`src/verilog/parity_clk_cfg.svh`:
```
// constants for operand parity checking and register clocking
`ifndef PARITY_CLK_CFG_SVH
`define PARITY_CLK_CFG_SVH

// ****************************************************************
// bus layout
// ****************************************************************
`define CFG_WORD_W    32
`define CFG_BYTE_W    8
`define CFG_PAR_W     4
`define CFG_TEMP_W    64
`define CFG_TEMP_HI   63
`define CFG_TEMP_MID  32

// ****************************************************************
// reset values
// ****************************************************************
`define CFG_WORD_RST  32'h0000_0000
`define CFG_TEMP_RST  64'h0000_0000_0000_0000
`define CFG_PAR_RST   4'h0
`define CFG_SYNC_RST  3'h0

// ****************************************************************
// timing: pin synchroniser depth
// ****************************************************************
`define CFG_SYNC_STAGES 3

`endif

```
`src/verilog/parity_clk_pkg.sv`:
```
// types for operand parity checking and register clocking
`include "parity_clk_cfg.svh"

package parity_clk_pkg;

  // one operand bus beat with its parity lines
  typedef struct packed {
    logic [`CFG_WORD_W-1:0] data;
    logic [`CFG_PAR_W-1:0]  par;
  } operand_beat_t;

  // source of an input register load
  typedef enum logic [1:0] {
    SRC_DIRECT = 2'b01,
    SRC_TEMP   = 2'b10
  } load_src_t;

endpackage : parity_clk_pkg

```
`src/verilog/even_parity_check.sv`:
```
// even parity check of one 32-bit bus, per byte or per word
`include "parity_clk_cfg.svh"

module even_parity_check
  import parity_clk_pkg::*;
(
  // checked beat
  input  wire operand_beat_t beat,
  // mode
  input  wire logic          byte_mode,
  // result
  output wire logic          parity_fail
);

  logic [`CFG_PAR_W-1:0] byte_fail;
  logic                  word_fail;

  // ****************************************************************
  // per-byte groups, each with its own parity bit
  // ****************************************************************
  genvar i;
  generate
    for (i = 0; i < `CFG_PAR_W; i = i + 1) begin : g_byte
      assign byte_fail[i] = ^{beat.data[i*`CFG_BYTE_W +: `CFG_BYTE_W], beat.par[i]};
    end
  endgenerate

  // whole word covered by the lowest parity bit
  assign word_fail   = ^{beat.data, beat.par[0]};
  assign parity_fail = byte_mode ? (|byte_fail) : word_fail;

endmodule : even_parity_check

```
`src/verilog/operand_parity_clocking.sv`:
```
// operand capture, even parity checking, result hold register and y port
`include "parity_clk_cfg.svh"

module operand_parity_clocking
  import parity_clk_pkg::*;
(
  // clock, reset, freeze
  input  wire logic                   clk,
  input  wire logic                   rst,
  input  wire logic                   clk_en,
  // operand buses and parity
  input  wire logic [`CFG_WORD_W-1:0] first_operand_bus,
  input  wire logic [`CFG_PAR_W-1:0]  first_bus_parity_in,
  input  wire logic [`CFG_WORD_W-1:0] second_operand_bus,
  input  wire logic [`CFG_PAR_W-1:0]  second_bus_parity_in,
  // capture control
  input  wire logic                   byte_parity_select,
  input  wire logic                   temp_load_edge_select,
  input  wire logic                   temp_load,
  input  wire logic                   first_load,
  input  wire logic                   second_load,
  input  wire load_src_t              load_source,
  // captured operands and parity status
  output wire logic [`CFG_WORD_W-1:0] first_input_data,
  output wire logic [`CFG_WORD_W-1:0] second_input_data,
  output wire logic [`CFG_TEMP_W-1:0] temp_data,
  output wire logic                   first_bus_parity_error,
  output wire logic                   second_bus_parity_error,
  // result hold register
  input  wire logic                   result_hold_clock,
  input  wire logic                   result_hold_write_en_n,
  input  wire logic [`CFG_WORD_W-1:0] result_in,
  // y bus, two-way
  input  wire logic                   y_output_enable_n,
  input  wire logic [`CFG_WORD_W-1:0] y_in,
  output wire logic [`CFG_WORD_W-1:0] y_out,
  output wire logic                   y_oe,
  input  wire logic [`CFG_PAR_W-1:0]  result_bus_parity_in,
  output wire logic [`CFG_PAR_W-1:0]  result_bus_parity_out,
  output wire logic                   result_bus_parity_oe,
  // lockstep check
  output wire logic                   lockstep_mismatch_out
);

  // ****************************************************************
  // state
  // ****************************************************************
  logic [`CFG_TEMP_W-1:0]       temp_rise_reg;
  logic [`CFG_TEMP_W-1:0]       temp_fall_reg;
  logic [`CFG_WORD_W-1:0]       first_input_reg;
  logic [`CFG_WORD_W-1:0]       second_input_reg;
  logic                         first_err_reg;
  logic                         second_err_reg;
  logic [`CFG_WORD_W-1:0]       hold_reg;
  logic [`CFG_PAR_W-1:0]        hold_par_reg;
  logic                         mismatch_reg;
  logic [`CFG_SYNC_STAGES-1:0]  hclk_sync_reg;
  logic [`CFG_SYNC_STAGES-1:0]  hwe_sync_reg;
  logic                         hclk_level_reg;

  // ****************************************************************
  // parity checks on the live buses
  // ****************************************************************
  operand_beat_t first_beat;
  operand_beat_t second_beat;
  logic          first_fail;
  logic          second_fail;

  assign first_beat  = '{data: first_operand_bus, par: first_bus_parity_in};
  assign second_beat = '{data: second_operand_bus, par: second_bus_parity_in};

  even_parity_check u_first_check (
    .beat        (first_beat),
    .byte_mode   (byte_parity_select),
    .parity_fail (first_fail)
  );

  even_parity_check u_second_check (
    .beat        (second_beat),
    .byte_mode   (byte_parity_select),
    .parity_fail (second_fail)
  );

  // ****************************************************************
  // decode of loads and sources
  // ****************************************************************
  wire                   any_load     = temp_load | first_load | second_load;
  wire                   from_temp    = (load_source == SRC_TEMP);
  wire [`CFG_TEMP_W-1:0] live_pair    = {first_operand_bus, second_operand_bus};
  wire [`CFG_TEMP_W-1:0] temp_view    = temp_load_edge_select ? temp_fall_reg : temp_rise_reg;
  wire [`CFG_WORD_W-1:0] first_next   = from_temp ? temp_view[`CFG_TEMP_HI:`CFG_TEMP_MID]
                                                  : first_operand_bus;
  wire [`CFG_WORD_W-1:0] second_next  = from_temp ? temp_view[`CFG_TEMP_MID-1:0]
                                                  : second_operand_bus;

  // temporary register, rising-edge copy
  always_ff @(posedge clk or posedge rst) begin
    if (rst) begin
      temp_rise_reg <= `CFG_TEMP_RST;
    end else if (clk_en && temp_load && !temp_load_edge_select) begin
      temp_rise_reg <= live_pair;
    end
  end

  // temporary register, falling-edge copy
  always_ff @(negedge clk or posedge rst) begin
    if (rst) begin
      temp_fall_reg <= `CFG_TEMP_RST;
    end else if (clk_en && temp_load && temp_load_edge_select) begin
      temp_fall_reg <= live_pair;
    end
  end

  // input registers, direct or from temporary
  always_ff @(posedge clk or posedge rst) begin
    if (rst) begin
      first_input_reg  <= `CFG_WORD_RST;
      second_input_reg <= `CFG_WORD_RST;
    end else if (clk_en) begin
      if (first_load) begin
        first_input_reg <= first_next;
      end
      if (second_load) begin
        second_input_reg <= second_next;
      end
    end
  end

  // both error flags follow the live bus checks on any temporary or input register load
  always_ff @(posedge clk or posedge rst) begin
    if (rst) begin
      first_err_reg  <= 1'b0;
      second_err_reg <= 1'b0;
    end else if (clk_en && any_load) begin
      first_err_reg  <= first_fail;
      second_err_reg <= second_fail;
    end
  end

  // ****************************************************************
  // result hold clock: three-stage pin synchroniser
  // ****************************************************************
  always_ff @(posedge clk or posedge rst) begin
    if (rst) begin
      hclk_sync_reg <= `CFG_SYNC_RST;
      hwe_sync_reg  <= `CFG_SYNC_RST;
    end else if (clk_en) begin
      hclk_sync_reg <= {hclk_sync_reg[1:0], result_hold_clock};
      hwe_sync_reg  <= {hwe_sync_reg[1:0], result_hold_write_en_n};
    end
  end

  // level accepted once stages two and three agree
  wire hclk_agree = (hclk_sync_reg[1] == hclk_sync_reg[2]);
  wire hclk_rise  = hclk_agree && hclk_sync_reg[2] && !hclk_level_reg;
  wire hwe_low    = !hwe_sync_reg[2] && !hwe_sync_reg[1];
  wire hold_write = hclk_rise && hwe_low;

  always_ff @(posedge clk or posedge rst) begin
    if (rst) begin
      hclk_level_reg <= 1'b0;
    end else if (clk_en && hclk_agree) begin
      hclk_level_reg <= hclk_sync_reg[2];
    end
  end

  // ****************************************************************
  // result hold register and y parity
  // ****************************************************************
  function automatic logic [`CFG_PAR_W-1:0] gen_parity(
    input logic [`CFG_WORD_W-1:0] word,
    input logic                   byte_mode
  );
    logic [`CFG_PAR_W-1:0] bits;
    bits = `CFG_PAR_RST;
    if (byte_mode) begin
      for (int k = 0; k < `CFG_PAR_W; k++) begin
        bits[k] = ^word[k*`CFG_BYTE_W +: `CFG_BYTE_W];
      end
    end else begin
      bits[0] = ^word;
    end
    return bits;
  endfunction : gen_parity

  // written only on a qualified hold clock edge
  always_ff @(posedge clk or posedge rst) begin
    if (rst) begin
      hold_reg     <= `CFG_WORD_RST;
      hold_par_reg <= `CFG_PAR_RST;
    end else if (clk_en && hold_write) begin
      hold_reg     <= result_in;
      hold_par_reg <= gen_parity(result_in, byte_parity_select);
    end
  end

  // lockstep compare of the y pins against our own drive
  always_ff @(posedge clk or posedge rst) begin
    if (rst) begin
      mismatch_reg <= 1'b0;
    end else if (clk_en) begin
      mismatch_reg <= y_oe && ((y_in != hold_reg) ||
                               (result_bus_parity_in != hold_par_reg));
    end
  end

  // ****************************************************************
  // outputs
  // ****************************************************************
  assign first_input_data        = first_input_reg;
  assign second_input_data       = second_input_reg;
  assign temp_data               = temp_view;
  assign first_bus_parity_error  = first_err_reg;
  assign second_bus_parity_error = second_err_reg;
  assign y_out                   = hold_reg;
  assign result_bus_parity_out   = hold_par_reg;
  assign y_oe                    = !y_output_enable_n;
  assign result_bus_parity_oe    = !y_output_enable_n;
  assign lockstep_mismatch_out   = mismatch_reg;

  // ****************************************************************
  // assertions
  // ****************************************************************
  a_first_err_track: assert property (@(posedge clk) disable iff (rst)
    (clk_en && any_load) |=> (first_bus_parity_error == $past(first_fail)))
    else $error("first bus error does not follow its check");

  a_second_err_track: assert property (@(posedge clk) disable iff (rst)
    (clk_en && any_load) |=> (second_bus_parity_error == $past(second_fail)))
    else $error("second bus error does not follow its check");

  a_err_hold_idle: assert property (@(posedge clk) disable iff (rst)
    (!any_load || !clk_en) |=> $stable(first_bus_parity_error))
    else $error("error flag moved without a load");

  a_byte_group_fail: assert property (@(posedge clk) disable iff (rst)
    (clk_en && any_load && byte_parity_select &&
     ^{first_operand_bus[15:8], first_bus_parity_in[1]}) |=> first_bus_parity_error)
    else $error("odd byte group not flagged");

  a_word_fail: assert property (@(posedge clk) disable iff (rst)
    (clk_en && any_load && !byte_parity_select &&
     ^{second_operand_bus, second_bus_parity_in[0]}) |=> second_bus_parity_error)
    else $error("odd word not flagged");

  a_even_clean: assert property (@(posedge clk) disable iff (rst)
    (clk_en && any_load && !byte_parity_select &&
     !(^{first_operand_bus, first_bus_parity_in[0]})) |=> !first_bus_parity_error)
    else $error("even word flagged as error");

  a_temp_rise_load: assert property (@(posedge clk) disable iff (rst)
    (clk_en && temp_load && !temp_load_edge_select) |=> (temp_rise_reg == $past(live_pair)))
    else $error("rising edge temporary load missed");

  a_temp_fall_load: assert property (@(negedge clk) disable iff (rst)
    (clk_en && temp_load && temp_load_edge_select) |=> (temp_fall_reg == $past(live_pair)))
    else $error("falling edge temporary load missed");

  a_direct_load: assert property (@(posedge clk) disable iff (rst)
    (clk_en && first_load && load_source == SRC_DIRECT) |=>
    (first_input_data == $past(first_operand_bus)))
    else $error("direct load did not capture the bus");

  a_hold_write: assert property (@(posedge clk) disable iff (rst)
    (clk_en && hold_write) |=> (y_out == $past(result_in)))
    else $error("hold register write lost");

  a_hold_guard: assert property (@(posedge clk) disable iff (rst)
    (!hold_write || hwe_sync_reg[2]) |=> $stable(y_out))
    else $error("hold register changed without its clock");

  a_y_parity: assert property (@(posedge clk) disable iff (rst)
    (clk_en && hold_write) |=>
    (result_bus_parity_out == gen_parity(y_out, $past(byte_parity_select))))
    else $error("y parity does not match y data");

  a_mismatch_flag: assert property (@(posedge clk) disable iff (rst)
    (clk_en && y_oe && (y_in != y_out)) |=> lockstep_mismatch_out)
    else $error("lockstep mismatch not reported");

  c_byte_error: cover property (@(posedge clk) disable iff (rst)
    clk_en && any_load && byte_parity_select ##1 first_bus_parity_error);

  c_fall_then_load: cover property (@(posedge clk) disable iff (rst)
    clk_en && temp_load && temp_load_edge_select ##1 first_load && from_temp);

  c_hold_then_drive: cover property (@(posedge clk) disable iff (rst)
    hold_write ##[1:4] y_oe);

endmodule : operand_parity_clocking

```
`config.mk`:
```
export PLATFORM = sky130hd
export DESIGN_NAME = operand_parity_clocking
export DESIGN_NICKNAME = d
export VERILOG_FILES = /design/src/verilog/parity_clk_pkg.sv /design/src/verilog/even_parity_check.sv /design/src/verilog/operand_parity_clocking.sv
export VERILOG_INCLUDE_DIRS = /design/src /design/src/verilog
export SDC_FILE = /design/constraint.sdc
export NUM_CORES = 1
export LEC_CHECK = 0
export ABC_AREA = 1
export BUFFER_PORTS_ARGS = -buffer_cell sky130_fd_sc_hd__buf_2
export CORE_MARGIN = 8
export CORE_UTILIZATION = 45
export DETAILED_ROUTE_END_ITERATION = 12
export PLACE_DENSITY = 0.69
export SKIP_LAST_GASP = 1
export SLEW_MARGIN = 20
export SYNTH_ARGS = -nofsm -noshare
export SYNTH_HDL_FRONTEND = slang
export SYNTH_HIERARCHICAL = 1
export SYNTH_SLANG_ARGS = --single-unit
```
`constraint.sdc`:
```
create_clock -name clk -period 13.1 [get_ports clk]
set_clock_uncertainty 0.05 [all_clocks]
set_input_delay 2.62 -clock clk [delete_from_list [all_inputs] [get_ports clk]]
set_output_delay 2.62 -clock clk [all_outputs]
set_load 0.03 [all_outputs]
```
Word-level counts from Yosys, hierarchy flattened
Cells that the tools add are included.
{"block": "totals", "in_bits": 153, "ff_bits": 238}
{"block": "op_classes", "bitwise_logic": 2, "muxes": 7, "n_eq_ne": 4, "reduce_logical": 36}
{"cell": "XOR reduction 9 bit", "count": 8}
{"cell": "XOR reduction 33 bit", "count": 2}
{"cell": "2-to-1 mux 32 bit", "count": 2}
{"cell": "2-to-1 mux 64 bit", "count": 1}
{"cell": "inequality test 32 bit", "count": 1}
{"cell": "XOR reduction 32 bit", "count": 1}
{"cell": "XOR reduction 8 bit", "count": 4}
{"cell": "logical AND 1 bit", "count": 11}
{"cell": "OR reduction 4 bit", "count": 2}
{"cell": "logical NOT 1 bit", "count": 5}
{"cell": "inequality test 4 bit", "count": 1}
{"cell": "AND reduction 2 bit", "count": 2}
{"cell": "2-to-1 mux 1 bit", "count": 3}
{"cell": "2-to-1 mux 3 bit", "count": 1}
{"cell": "equality test 2 bit, second input constant", "count": 1}
{"cell": "OR 1 bit", "count": 2}
{"cell": "equality test 1 bit", "count": 1}
{"cell": "logical OR 1 bit", "count": 1}

Logic depth before layout (Yosys ltp)
{"block": "logic_depth", "ltp_word": 5, "mapped_depth": 16}

Hierarchy
Netlist, hierarchy kept.
{"mod": "operand_parity_clocking", "instances": 1, "area_per_inst_um2": 11279.6, "cells_per_inst": 1480}
{"mod": "even_parity_check", "instances": 2, "area_per_inst_um2": 844.6, "cells_per_inst": 194}

==> results.md <==
- P_leak: around 0.009 uW
- DR WL/cell: 14.53 um
- Post-CTS resize count: 0
- Core area: around 0.029 mm2
- Vias in the first global route: 12,110
- CTS Hold Bufs: 0
- Most frequent cell after synthesis: nand2_1
- R2r startpoint: temp_fall_reg[57]$_DFFE_NP0P_
- Min-delay worst type: reg -> reg
- Routed wire length: 37,220 um
- # port buffers: 321
- Site row count: 62
- Post-Synth Simple-Gate Area: 29.94%
- Gr ovfl total: 0
- Max-slew violation count: 0
- First-pass GRT wire length: 60,460 um
- Critical Path RT: between 10 and 15 ns
- Adder-Cell Fraction of Synth Area: 0.09648%
- Flop2flop setup slack: 5.55 ns
- Relative slew slack: 29.65%
- Syn avg cell area: about 6.9 um2
- Layout cells sized above 1: 19.67%
- Asr flop ratio synth: 100.0%
- Largest net degree at the start of global routing: just under 100
- Area share of the largest cell type after synthesis: 33.57%
- Synthesized cell area: about 0.013 mm2
- # IOs: 322
- Max-Cap Viols: 0
- Die area: 0.03451 mm2
- Initial antenna violation count: 0
- Seq cells post-synth: 238
- Synth Instances: between 1,500 and 2,000
- DR vias/cell: 4.898
- TritonCTS Buffers: 28
- Peak VDD IR: ~0.00011 V
- Nets: 2,308
- Ranking of synthesized cells by area: dfrtp_1 34%, nand2_1 25%, dfrtn_1 12%
- GPL Wtd Cong: 0.8457
- Hold path depth: 2
- Antenna violation net count after detailed routing: 0
- Reg-to-Reg End: first_input_data[25]$_DFFE_PP0P_
- Xor/xnor cell area share of the yosys netlist: under 10%
- Status: finished, final reports clean
- Worst-path maximum fanout: 2
- Tot Pwr: between 2000 and 3000 uW
- Die width: approximately 190 um
- Syn nets: 2,022
- Total track usage: 21.25%
- CP Launch Type: flop
- Via Count: about 13,000
- Post-CTS setup buffers: 0
- Yosys warns: 6
- DR iter-0 viols: 939
- Clk_lat worst skew: approximately 0.53 ns
- Clk buf depth: 3
- Final TNS setup: 0 ns
- DP Cell Count: 2,508
- PD cells: approximately 160 mW/mm2
- Mux contribution to synthesized area: 0.1737%
- Most used DFF post-synth: dfrtp_1
- Worst Hold End: temp_fall_reg[20]$_DFFE_NP0P_
- Final Hold Vio Count: 0
- Clock Pin Slew Worst Setup and Hold Paths: 0.04 ns
- Drt pass-1 iters: 6
- Hold_ws: 0.3812 ns
- Worst Max-Slew Pin Slew: 1.054 ns
- Top cell type by total area after synthesis: dfrtp_1
- Distinct cells, synth: 28
- Sequential-to-total area share from yosys stat: around 46%
- Detail Placement HPWL: 26,470 um
- Endpoint class of the critical path: output pin
- Final cell count without fillers: 2,561
- Worst Reg-to-Reg Cells: 4
- H-tree levels: 1
- Critical path class: reg -> out
- Drt drc: 0
- Die height: 185.8 um
- Initial Utilization: 45.43%
- Synth top cells by count: 865 x nand2_1, 270 x o21ai_0, 174 x dfrtp_1
- Largest family of logic cells by synthesized area: simple AND/OR/NAND/NOR gates
- RSZ-0062 raised after global routing: no
- Area delta synth->final: 22.66%
- Clock Sinks: 238
- Count of final setup violators: 0
- Post-synthesis compound-gate area fraction: approximately an eighth
- Hold_sp: temp_fall_reg[20]$_DFFE_NP0P_
- Crit path arrival time: 7.95 ns
- CTS tree: done
- CTS root buf: clkbuf_16
- EDFF count, synth: 0
worst max-delay path by stage:
stage	cells after the start	slack [ns]	endpoint	start
final	3	2.48	temp_data[63]	temp_fall_reg[63]$_DFFE_NP0P_
after global routing	3	2.41	temp_data[63]	temp_fall_reg[63]$_DFFE_NP0P_
after CTS	3	2.47	temp_data[63]	temp_fall_reg[63]$_DFFE_NP0P_
after detailed placement	5	2.49	temp_fall_reg[41]$_DFFE_NP0P_	clk_en
after global placement	5	2.54	temp_fall_reg[11]$_DFFE_NP0P_	clk_en
after floorplan	1	0.90	temp_fall_reg[0]$_DFFE_NP0P_	rst
through the flow:
step / instance area [um2] / util, % / worst slack (ns)
6_report: 15910 / 55.72 / 2.482
5_1_grt: 15910 / 55.72 / 2.412
4_1_cts: 15910 / 55.72 / 2.473
3_5_place_dp: 14890 / 52.17 / 2.490
3_3_place_gp: 14890 / 52.17 / 2.542
2_1_floorplan: 12970 / - / 0.8988
routing by layer:
layer | global-route usage [%] | vias up | share of wire [%]
met5 | 0 | - | 0
met4 | 5.272 | 0 | 1.8
met3 | 3.318 | 47 | 6.7
met2 | 35.61 | 395 | 47
met1 | 28.44 | 5778 | 44
li1 | - | 6325 | -
logic make-up after synthesis:
family                     count (synthesis)
and+or+nand+nor                         1005
DFF                                      238
AOI/OAI and AO/OA                        304
muxes                                      2
buffers and inverters                    257
adders and majority gates                  1
xor gates and xnor gates                  61
worst max-delay path, cell delays in order, from the launching register on:
cell	delay, ns
dfrtn_1	0.40
nand2_1	0.05
nand2_1	0.18
buf_2	0.23
cell usage in the layout (no fill, tap or decap), drive strengths merged:
| cell | n |
|---|---|
| nand2 | 876 |
| buf | 332 |
| o21ai | 301 |
| inv | 181 |
| dfrtp | 174 |
| nor2 | 90 |
| dfrtn | 64 |
| clkbuf | 44 |
| xnor2 | 43 |
| xor2 | 18 |
| nand3 | 18 |
| nand4 | 6 |
| nand3b | 6 |
| or2 | 4 |
| nor3 | 4 |
| clkinv | 4 |
| clkinvlp | 2 |
| mux2 | 2 |
| bufinv | 2 |
| a21oi | 2 |
| diode | 1 |
| nor4 | 1 |
| o211ai | 1 |
| ha | 1 |
power by group:
part | switching [uW] | internal (uW)
Clock | 310 | 518
Sequential | 104 | 886
Combinational | 546 | 250
Total | 960 | 1650
layout make-up:
| cell class | count | area, um2 |
|---|---|---|
| inverters | 181 | 683.2 |
| repair buffers | 332 | 1727 |
| fillers | 2766 | 12640 |
| clock buffers | 44 | 914.6 |
| multi-input cells | 1373 | 6047 |
| well taps | 384 | 480.5 |
| diodes | 1 | 2.502 |
| clock inverters | 8 | 97.59 |
| flip-flops and latches | 238 | 5956 |
Note: power is estimated with default switching activity, not from simulation.
